### src/rtl/mia_pkg.sv
// Shared constants and types of the indirect operand address generator.
package mia_pkg;

  localparam int MIA_LOW_W = 16;
  localparam int MIA_HIGH_W = 7;
  localparam int MIA_ADDR_W = 23;
  localparam int MIA_AUX_COUNT = 8;
  localparam int MIA_AUX_SEL_W = 3;
  localparam int MIA_PTR_SEL_W = 4;
  localparam int MIA_DEST_W = 5;
  localparam int MIA_SHORT_W = 3;
  localparam int MIA_CIRC_W = 9;

  // Position of the coefficient pointer bit in the circular config status.
  localparam int MIA_CIRC_COEF_BIT = 8;
  // Pointer select value of the coefficient pointer on the write port.
  localparam logic [3:0] MIA_SEL_COEF = 4'h8;

  localparam logic [15:0] MIA_PTR_RESET = 16'h0000;
  localparam logic [6:0] MIA_HIGH_RESET = 7'h00;
  localparam logic [22:0] MIA_ADDR_RESET = 23'h000000;
  localparam logic [4:0] MIA_DEST_RESET = 5'h00;

  localparam logic [15:0] MIA_STEP_WORD = 16'h0001;
  localparam logic [15:0] MIA_STEP_DBL = 16'h0002;
  localparam logic [22:0] MIA_PAIR_STEP = 23'h000001;
  localparam logic [4:0] MIA_DEST_STEP = 5'h01;
  localparam logic [2:0] MIA_SHORT_ZERO = 3'h0;

  // Highest address of the mapped register space, an arbitrary default.
  localparam logic [22:0] MIA_MAPPED_TOP_DEFAULT = 23'h00005F;

  typedef enum logic [2:0] {
    MIA_AUX_PREADD = 3'b000,
    MIA_AUX_SHORT = 3'b001,
    MIA_COEF_PLAIN = 3'b010,
    MIA_COEF_POSTINC = 3'b011,
    MIA_COEF_POSTDEC = 3'b100,
    MIA_COEF_BASE_LONG = 3'b101,
    MIA_COEF_PREADD = 3'b110,
    MIA_MODE_ILLEGAL = 3'b111
  } mia_mode_t;

  typedef enum logic [1:0] {
    MIA_POST_NONE = 2'b00,
    MIA_POST_INC = 2'b01,
    MIA_POST_DEC = 2'b10
  } mia_post_t;

endpackage : mia_pkg

### src/rtl/mmr_indirect_address_gen.sv
// Indirect operand address generator with mapped register byte check.
// Notes on behaviour
// [RL1] Auxiliary pre-add adds the constant to the pointer, stores it, then addresses with it.
// [RL2] Short-offset mode addresses high part : (start + pointer + 3-bit offset), pointer kept.
// [RL3] A short offset of zero is an illegal encoding and the operation is refused.
// [RL4] Plain coefficient mode addresses high part : (start + pointer), pointer kept.
// [RL5] Post-increment addresses with the pointer, then adds 1 for a word or 2 for a pair.
// [RL6] Post-decrement addresses with the pointer, then subtracts 1 or 2 likewise.
// [RL7] Base plus long offset adds a signed 16-bit offset to the address, pointer kept.
// [RL8] Coefficient pre-add updates the pointer by the long offset, then addresses with it.
// [RL9] A long-offset operation issued in parallel with another one is refused.
// [RL10] The second address of a pair is the first plus one if even, minus one if odd.
// [RL11] The first word of a pair goes to the named register, the second to the next one.
// [RL12] The full address is the high-part register above the 16-bit pointer sum.
// [RL13] No byte of a mapped register is ever accessed; byte forms reach data memory only.
// [RL14] A byte form that resolves to a mapped register raises the bus error request.
// [RL15] The byte check covers every byte load, shifted byte load and byte store form.
// [RL16] The buffer start is added only when the pointer is set circular in the config.
// [RL17] Low-part arithmetic wraps in 16 bits and never reaches the high part.
`timescale 1ns/10ps
module mmr_indirect_address_gen
  import mia_pkg::*;
#(
  parameter logic [22:0] MAPPED_TOP = MIA_MAPPED_TOP_DEFAULT
)
(
  input wire logic MCLK,
  input wire logic RST,
  input wire logic OP_VALID,
  input wire logic [2:0] OP_MODE,
  input wire logic [2:0] OP_AUX_SEL,
  input wire logic OP_DOUBLE,
  input wire logic OP_BYTE,
  input wire logic OP_PARALLEL,
  input wire logic [15:0] OP_LONG_OFFSET,
  input wire logic [2:0] OP_SHORT_OFFSET,
  input wire logic [4:0] OP_DEST,
  input wire logic [8:0] CIRC_CONFIG,
  input wire logic [15:0] AUX_BUFFER_START,
  input wire logic [15:0] COEF_BUFFER_START,
  input wire logic PTR_WR_EN,
  input wire logic [3:0] PTR_WR_SEL,
  input wire logic [15:0] PTR_WR_LOW,
  input wire logic [6:0] PTR_WR_HIGH,
  input wire logic [3:0] PTR_RD_SEL,
  output logic ADDR_VALID,
  output logic [22:0] ADDR_FIRST,
  output logic [22:0] ADDR_SECOND,
  output logic ADDR_DOUBLE,
  output logic [4:0] DEST_FIRST,
  output logic [4:0] DEST_SECOND,
  output logic BUS_ERROR_IRQ,
  output logic OP_REFUSED,
  output logic [15:0] PTR_RD_LOW,
  output logic [6:0] PTR_RD_HIGH
);

  if (MIA_AUX_COUNT != (1 << MIA_AUX_SEL_W))
  begin : g_bad_count
    $error("Auxiliary pointer count does not match its select width.");
  end

  typedef struct packed {
    logic [MIA_AUX_COUNT-1:0][MIA_LOW_W-1:0] aux_pointer;
    logic [MIA_AUX_COUNT-1:0][MIA_HIGH_W-1:0] aux_pointer_high;
    logic [MIA_LOW_W-1:0] coef_pointer;
    logic [MIA_HIGH_W-1:0] coef_pointer_high;
    logic addr_valid;
    logic [MIA_ADDR_W-1:0] addr_first;
    logic [MIA_ADDR_W-1:0] addr_second;
    logic addr_double;
    logic [MIA_DEST_W-1:0] dest_first;
    logic [MIA_DEST_W-1:0] dest_second;
    logic bus_error_irq;
    logic refused;
    logic [MIA_LOW_W-1:0] rd_low;
    logic [MIA_HIGH_W-1:0] rd_high;
  } mia_state_t;

  mia_state_t st_reg;
  mia_state_t st_next;

  // Long-offset modes carry their constant in an instruction extension.
  function automatic logic mia_uses_long(input logic [2:0] mode);
    mia_uses_long = (mode == MIA_AUX_PREADD) || (mode == MIA_COEF_PREADD) ||
                    (mode == MIA_COEF_BASE_LONG);
  endfunction : mia_uses_long

  function automatic logic mia_is_mapped(input logic [22:0] addr);
    mia_is_mapped = (addr <= MAPPED_TOP);
  endfunction : mia_is_mapped

  function automatic logic mia_is_coef(input logic [2:0] mode);
    mia_is_coef = (mode != MIA_AUX_PREADD) && (mode != MIA_AUX_SHORT);
  endfunction : mia_is_coef

  logic is_coef;
  logic [15:0] sel_ptr;
  logic [6:0] sel_high;
  logic [15:0] sel_start;
  logic sel_circ;
  logic [15:0] sel_offset;
  logic sel_use_offset;
  logic sel_preadd;
  mia_post_t sel_post;
  logic [22:0] calc_addr;
  logic [15:0] calc_ptr_next;
  logic [22:0] pair_addr;
  logic [4:0] pair_dest;

  assign is_coef = mia_is_coef(OP_MODE);
  assign sel_ptr = is_coef ? st_reg.coef_pointer :
                   st_reg.aux_pointer[OP_AUX_SEL];
  assign sel_high = is_coef ? st_reg.coef_pointer_high :
                    st_reg.aux_pointer_high[OP_AUX_SEL];
  assign sel_start = is_coef ? COEF_BUFFER_START : AUX_BUFFER_START;
  assign sel_circ = is_coef ? CIRC_CONFIG[MIA_CIRC_COEF_BIT] :
                    CIRC_CONFIG[OP_AUX_SEL]; // see [RL16]
  // The short offset is unsigned and is zero-extended.
  assign sel_offset = (OP_MODE == MIA_AUX_SHORT) ?
                      {13'h0000, OP_SHORT_OFFSET} : OP_LONG_OFFSET; // see [RL2]
  assign sel_use_offset = (OP_MODE == MIA_AUX_SHORT) ||
                          (OP_MODE == MIA_COEF_BASE_LONG); // see [RL7]
  assign sel_preadd = (OP_MODE == MIA_AUX_PREADD) ||
                      (OP_MODE == MIA_COEF_PREADD);
  assign sel_post = (OP_MODE == MIA_COEF_POSTINC) ? MIA_POST_INC :
                    (OP_MODE == MIA_COEF_POSTDEC) ? MIA_POST_DEC :
                    MIA_POST_NONE;

  mia_addr_calc u_calc (
    .ptr(sel_ptr),
    .ptr_high(sel_high),
    .buf_start(sel_start),
    .circular(sel_circ),
    .offset(sel_offset),
    .use_offset(sel_use_offset),
    .preadd(sel_preadd),
    .post(sel_post),
    .step_double(OP_DOUBLE),
    .addr(calc_addr),
    .ptr_next(calc_ptr_next)
  );

  mia_pair_addr u_pair (
    .first_addr(calc_addr),
    .first_dest(OP_DEST),
    .second_addr(pair_addr),
    .second_dest(pair_dest)
  );

  logic bad_encoding;
  logic bad_parallel;
  logic bad_byte_form;
  logic accept;
  logic byte_fault;

  assign bad_encoding = (OP_MODE == MIA_MODE_ILLEGAL) ||
                        ((OP_MODE == MIA_AUX_SHORT) &&
                         (OP_SHORT_OFFSET == MIA_SHORT_ZERO)); // see [RL3]
  assign bad_parallel = mia_uses_long(OP_MODE) && OP_PARALLEL; // see [RL9]
  // Byte forms exist only for single-word operands.
  assign bad_byte_form = OP_BYTE && OP_DOUBLE;
  assign accept = OP_VALID && !bad_encoding && !bad_parallel &&
                  !bad_byte_form;
  // One flag covers every byte load, shifted load and byte store form.
  assign byte_fault = accept && OP_BYTE &&
                      mia_is_mapped(calc_addr); // see [RL13] [RL15]

  always_comb
  begin
    st_next = st_reg;
    st_next.addr_valid = 1'b0;
    st_next.bus_error_irq = 1'b0;
    st_next.refused = OP_VALID && !accept;
    if (byte_fault)
    begin
      // The access is dropped and the pointer is left as it was.
      st_next.bus_error_irq = 1'b1; // see [RL14]
    end
    else if (accept)
    begin
      st_next.addr_valid = 1'b1;
      st_next.addr_first = calc_addr; // see [RL12]
      st_next.addr_second = OP_DOUBLE ? pair_addr : calc_addr; // see [RL10]
      st_next.addr_double = OP_DOUBLE;
      st_next.dest_first = OP_DEST; // see [RL11]
      st_next.dest_second = OP_DOUBLE ? pair_dest : OP_DEST; // see [RL11]
      if (is_coef)
        st_next.coef_pointer = calc_ptr_next; // see [RL5] [RL6] [RL8]
      else
        st_next.aux_pointer[OP_AUX_SEL] = calc_ptr_next; // see [RL1] [RL2]
    end
    // A direct pointer write from the core lands after the operation.
    if (PTR_WR_EN)
    begin
      if (PTR_WR_SEL == MIA_SEL_COEF)
      begin
        st_next.coef_pointer = PTR_WR_LOW;
        st_next.coef_pointer_high = PTR_WR_HIGH;
      end
      else if (PTR_WR_SEL < MIA_SEL_COEF)
      begin
        st_next.aux_pointer[PTR_WR_SEL[2:0]] = PTR_WR_LOW;
        st_next.aux_pointer_high[PTR_WR_SEL[2:0]] = PTR_WR_HIGH;
      end
    end
    if (PTR_RD_SEL == MIA_SEL_COEF)
    begin
      st_next.rd_low = st_reg.coef_pointer;
      st_next.rd_high = st_reg.coef_pointer_high;
    end
    else if (PTR_RD_SEL < MIA_SEL_COEF)
    begin
      st_next.rd_low = st_reg.aux_pointer[PTR_RD_SEL[2:0]];
      st_next.rd_high = st_reg.aux_pointer_high[PTR_RD_SEL[2:0]];
    end
    else
    begin
      st_next.rd_low = MIA_PTR_RESET;
      st_next.rd_high = MIA_HIGH_RESET;
    end
  end

  always_ff @(posedge MCLK)
  begin
    if (RST)
    begin
      st_reg.aux_pointer <= '0;
      st_reg.aux_pointer_high <= '0;
      st_reg.coef_pointer <= MIA_PTR_RESET;
      st_reg.coef_pointer_high <= MIA_HIGH_RESET;
      st_reg.addr_valid <= 1'b0;
      st_reg.addr_first <= MIA_ADDR_RESET;
      st_reg.addr_second <= MIA_ADDR_RESET;
      st_reg.addr_double <= 1'b0;
      st_reg.dest_first <= MIA_DEST_RESET;
      st_reg.dest_second <= MIA_DEST_RESET;
      st_reg.bus_error_irq <= 1'b0;
      st_reg.refused <= 1'b0;
      st_reg.rd_low <= MIA_PTR_RESET;
      st_reg.rd_high <= MIA_HIGH_RESET;
    end
    else
    begin
      st_reg <= st_next;
    end
  end

  assign ADDR_VALID = st_reg.addr_valid;
  assign ADDR_FIRST = st_reg.addr_first;
  assign ADDR_SECOND = st_reg.addr_second;
  assign ADDR_DOUBLE = st_reg.addr_double;
  assign DEST_FIRST = st_reg.dest_first;
  assign DEST_SECOND = st_reg.dest_second;
  assign BUS_ERROR_IRQ = st_reg.bus_error_irq;
  assign OP_REFUSED = st_reg.refused;
  assign PTR_RD_LOW = st_reg.rd_low;
  assign PTR_RD_HIGH = st_reg.rd_high;

endmodule : mmr_indirect_address_gen

### src/rtl/mia_addr_calc.sv
// Pointer arithmetic: effective address and updated pointer value.
`timescale 1ns/10ps
module mia_addr_calc
  import mia_pkg::*;
(
  input wire logic [15:0] ptr,
  input wire logic [6:0] ptr_high,
  input wire logic [15:0] buf_start,
  input wire logic circular,
  input wire logic [15:0] offset,
  input wire logic use_offset,
  input wire logic preadd,
  input wire mia_post_t post,
  input wire logic step_double,
  output logic [22:0] addr,
  output logic [15:0] ptr_next
);

  logic [15:0] start_term;
  logic [15:0] off_term;
  logic [15:0] step;
  logic [15:0] updated;
  logic [15:0] addr_low;

  always_comb
  begin
    start_term = circular ? buf_start : MIA_PTR_RESET; // see [RL16]
    off_term = use_offset ? offset : MIA_PTR_RESET;
    step = step_double ? MIA_STEP_DBL : MIA_STEP_WORD;
    updated = ptr + offset; // see [RL1] [RL8]
    // All sums stay 16 bits wide so the high part is never touched.
    if (preadd)
    begin
      addr_low = start_term + updated; // see [RL1] [RL8] [RL17]
      ptr_next = updated;
    end
    else
    begin
      addr_low = start_term + ptr + off_term; // see [RL2] [RL4] [RL7] [RL17]
      unique case (post)
        MIA_POST_INC: ptr_next = ptr + step; // see [RL5] [RL17]
        MIA_POST_DEC: ptr_next = ptr - step; // see [RL6] [RL17]
        default: ptr_next = ptr;
      endcase
    end
    addr = {ptr_high, addr_low}; // see [RL12]
  end

endmodule : mia_addr_calc

### src/rtl/mia_pair_addr.sv
// Companion address and destination register of a double-word access.
`timescale 1ns/10ps
module mia_pair_addr
  import mia_pkg::*;
(
  input wire logic [22:0] first_addr,
  input wire logic [4:0] first_dest,
  output logic [22:0] second_addr,
  output logic [4:0] second_dest
);

  always_comb
  begin
    if (first_addr[0])
      second_addr = first_addr - MIA_PAIR_STEP; // see [RL10]
    else
      second_addr = first_addr + MIA_PAIR_STEP; // see [RL10]
    second_dest = first_dest + MIA_DEST_STEP; // see [RL11]
  end

endmodule : mia_pair_addr

### config.mk
export PLATFORM = sky130hd
export DESIGN_NAME = mmr_indirect_address_gen
export DESIGN_NICKNAME = d
export VERILOG_FILES = /design/src/rtl/mia_pkg.sv /design/src/rtl/mmr_indirect_address_gen.sv /design/src/rtl/mia_addr_calc.sv /design/src/rtl/mia_pair_addr.sv
export SDC_FILE = /design/constraint.sdc
export NUM_CORES = 1
export LEC_CHECK = 0
export BUFFER_PORTS_ARGS = -buffer_cell sky130_fd_sc_hd__buf_2
export CAP_MARGIN = 20
export CORE_MARGIN = 2
export CORE_UTILIZATION = 35
export DETAILED_ROUTE_END_ITERATION = 12
export GPL_TIMING_DRIVEN = 1
export RECOVER_POWER = 50
export SKIP_CTS_REPAIR_TIMING = 1
export SLEW_MARGIN = 5
export SYNTH_ARGS = -nofsm -noshare
export SYNTH_HDL_FRONTEND = slang
export SYNTH_SLANG_ARGS = --single-unit
### constraint.sdc
create_clock -name MCLK -period 8.8 [get_ports MCLK]
set_clock_uncertainty 0.15 [all_clocks]
set_input_delay 0.88 -clock MCLK [delete_from_list [all_inputs] [get_ports MCLK]]
set_output_delay 0.88 -clock MCLK [all_outputs]
set_load 0.01 [all_outputs]
==> metrics list <==
- Area overhead of the layout relative to synthesis: 9.29%
- Number of port buffers: 191
- Leakage power of the design: 8.74 nW
* Maximum number of pins on one net before global-route repair: 125
* DRC violations left: 0
* Pre-CTS worst setup slack: 0.126 ns
* FF-to-FF End: ADDR_SECOND[20]$_SDFFE_PP0P_
- The clock net in this run drives a total of 290 sinks.
* CORE AREA: 0.0600 mm2
- The later pin in the worst-skew pair is clocked with a latency of 0.59 ns.
- Largest cells by area after synthesis: sky130_fd_sc_hd__dfxtp_1 27%, sky130_fd_sc_hd__mux2i_1 9.3%, sky130_fd_sc_hd__mux4_2 7.2%, sky130_fd_sc_hd__nor2_1 5.9%, sky130_fd_sc_hd__a211oi_1 5.9%
- X dimension of the die: 250 um
- In the final routed layout, each cell accounts on average for 22.5 um.
- R2R Path Start: st_reg[276]$_SDFF_PP0_
- The top cell types in the final layout, fill and taps aside, are 333 x sky130_fd_sc_hd__nor2_1, 290 x sky130_fd_sc_hd__dfxtp_1, 278 x sky130_fd_sc_hd__nand2_1.
* Mean post-synth cell area: 8.38 um2
* Unrepaired setup endpoints after global routing: false
- Residual overflow from global routing: 0
* Layout cells sized above 1: 0.138
- From bottom edge to top edge, the die measures 250 um.
- In this run the clock root is driven by a sky130_fd_sc_hd__clkbuf_16.
* Maximum achievable frequency: 119 MHz
* Critical Path RT: 9.10 ns
- For the pin with the worst max-slew slack, the measured transition is 4.40 ns.
* Cell repeated most along the worst path: sky130_fd_sc_hd__o21ai_0
- The first global-routing pass estimated 115,000 um of wire.
* Drt pass-1 iters: 6
- Overall routed net length: 75,600 um
- Across all layers, the routed design uses 19.6k vias.
- For this run, the slowest stage of the critical path takes 0.53 ns.
- The largest individual stage delay along the critical path comes from the cell sky130_fd_sc_hd__o31ai_1.
- Max-slew violation count: 296
- Post-synth EDFFs: 0
- The die covers 0.0624 mm2.
- The initial antenna violation count came to 5.
- In the routed layout, each cell is associated on average with a via count of 5.82.
* CTS tree: yes
- The final hold violation count came to 0.
- Power density of the placed cells: 171 mW/mm2
- The worst-case IR drop observed on VDD is 126 uV.
- Number of maximum-capacitance violations: 3
- Summing all flip-flop and latch instances after layout gives 0.00581 mm2.
- At the worst endpoint, the arrival time is 8.69 ns.
- Top cell type's share of synthesized area: 0.275
- Critical path depth: 33
* Startpoint type of the worst setup path: primary input
- After clock tree synthesis, the clock-pin slew on the worst setup and hold paths is 0.06 ns.
- Area of the multi-input gates: 0.0137 mm2
* Setup slack after layout: 0.404 ns
- Leading register cell type out of synthesis: sky130_fd_sc_hd__dfxtp_1
- The final reports fail on capacitance limit, slew limit.
- Status: complete, but fails checks
- Dominant cell type by area after synthesis: sky130_fd_sc_hd__dfxtp_1
- Async S/R FF share, synth: 0
- Across all register-to-register paths, the minimum setup slack is 0.97 ns.
- Counting the buffers created by CTS gives 31.
- Residual antenna-violating net count after detailed routing: 0
* Setup Total Neg Slack: 0 ns
- End point of the critical path: ADDR_SECOND[20]$_SDFFE_PP0P_
- DPL Wire Length: 53,800 um
* I/O pin count: 192
- Setup CP Type: primary input to flip-flop
- The initial utilization of the core area, before any placement, comes to 0.352.
- Sequential cell area fraction in the yosys report: 0.275
* Starting DRT DRC Count: 1,750
- Routability-driven placement finished with a final weighted congestion of 1.02.
- Relative slew slack: -1.93
* Via count of the first global-routing pass: 18.8k
* Mapped Nets: 2,737
* Critical Path End Type: flip-flop
- The number of cells on the worst reg-to-reg path is 31.
- Final period utilization: 0.954
- Post-synthesis cell count: 2,525
- For this run, the post-layout net count is 2,771.
- Final setup violation count: 0
* Most frequent standard cell in the layout excluding fill and tap cells: sky130_fd_sc_hd__nor2_1
* Synthesis-stage register bit count: 290
- Design Power: 3.94 mW
- Bufs on Longest Clock Path: 3
* Buffers and inverters on the worst path: 4
- In this run the number of H-tree levels came out at 1.
- FILL cells: 6,059
- Post-synth design cell area: 0.0211 mm2
* Launch point of the critical path: OP_AUX_SEL[2]
- In this design, the largest share of critical-path delay is due to compound AO/OA/AOI/OAI gates.
- Worst min-delay path class: flip-flop to flip-flop
* Maximum fanout count along the critical path: 24
- In this run the core area contains 90 standard-cell rows.
* Total Routing Usage GR: 0.234
- The worst path needs 8.40 ns of the cycle, external delays included.
- Number of library cell types mapped by synthesis: 85
* Number of warnings printed during yosys synthesis: 0
[power breakdown]
group	internal [mW]	switching [mW]	total, mW
Clock	0.730	0.558	1.29
Sequential	1.36	0.0321	1.39
Combinational	0.471	0.793	1.26
[synth_stat cells, types with 35 or more instances]
| cell | number |
|---|---|
| sky130_fd_sc_hd__clkbuf_1 | 122 |
| sky130_fd_sc_hd__ha_1 | 84 |
| sky130_fd_sc_hd__o21ai_0 | 67 |
| sky130_fd_sc_hd__xnor2_1 | 40 |
| sky130_fd_sc_hd__buf_1 | 35 |
| sky130_fd_sc_hd__a21oi_1 | 194 |
| sky130_fd_sc_hd__nor2_1 | 334 |
| sky130_fd_sc_hd__nand2_1 | 279 |
| sky130_fd_sc_hd__buf_4 | 83 |
| sky130_fd_sc_hd__mux2i_1 | 196 |
| sky130_fd_sc_hd__mux4_2 | 68 |
| sky130_fd_sc_hd__dfxtp_1 | 290 |
| sky130_fd_sc_hd__a211oi_1 | 165 |
| sky130_fd_sc_hd__inv_1 | 47 |
[how the worst min path moves through the flow]
stage,startpoint,end,depth (start not counted)
after floorplan,flip-flop,flip-flop,2
after global placement,flip-flop,flip-flop,2
after detailed placement,flip-flop,flip-flop,2
after CTS,flip-flop,flip-flop,2
after global routing,flip-flop,flip-flop,2
final,flip-flop,flip-flop,2
[area by class of cell]
| class | count | share of cell area |
|---|---|---|
| inverters | 48 | 0.00780 |
| clock inverters | 6 | 0.00287 |
| well taps | 782 | 0.0423 |
| multi-input cells | 1919 | 0.595 |
| diodes | 1 | 0.000108 |
| repair buffers | 269 | 0.0621 |
| flip-flops and latches | 290 | 0.251 |
| clock buffers | 45 | 0.0389 |
[metrics by stage]
stage / cells / hold slack, ns / instance area (um2) / util
finish: 3360 / 0.315 / 23100 / 0.385
global route: 3359 / 0.338 / 23100 / 0.385
CTS: 3358 / 0.317 / 23200 / 0.387
detailed placement: 3307 / 0.308 / 22300 / 0.371
global placement: 3307 / 0.307 / 22300 / 0.371
floorplan: 2525 / 0.292 / 21100 / -
[kinds of logic (layout without fill, tap and decap cells)]
family / Yosys count / count (layout) / share of synthesized area
compound gates: 641 / 641 / 0.203
fa+ha+maj: 104 / 104 / 0.0682
other cells: 0 / 1 / 0
mux: 286 / 286 / 0.177
xor+xnor: 67 / 67 / 0.0285
simple gates: 821 / 821 / 0.171
buf+inv: 316 / 368 / 0.0775
flops: 290 / 290 / 0.275
[worst register-to-register path, delay by kind of cell (launching register included)]
kind	cells	cell delay, ns
buffers and inverters	2	0.38
and+or+nand+nor	8	1.25
muxes	1	0.27
xor gates and xnor gates	2	0.35
AOI/OAI and AO/OA	15	4.01
adders and majority gates	3	0.93
DFF	1	0.35
[per-layer routing]
layer	track usage	wire length [um]
met5	0	35
met4	0.0847	2590
met3	0.0331	5460
met2	0.387	35300
met1	0.311	32300
No activity file was read; power rests on OpenSTA's default activity.
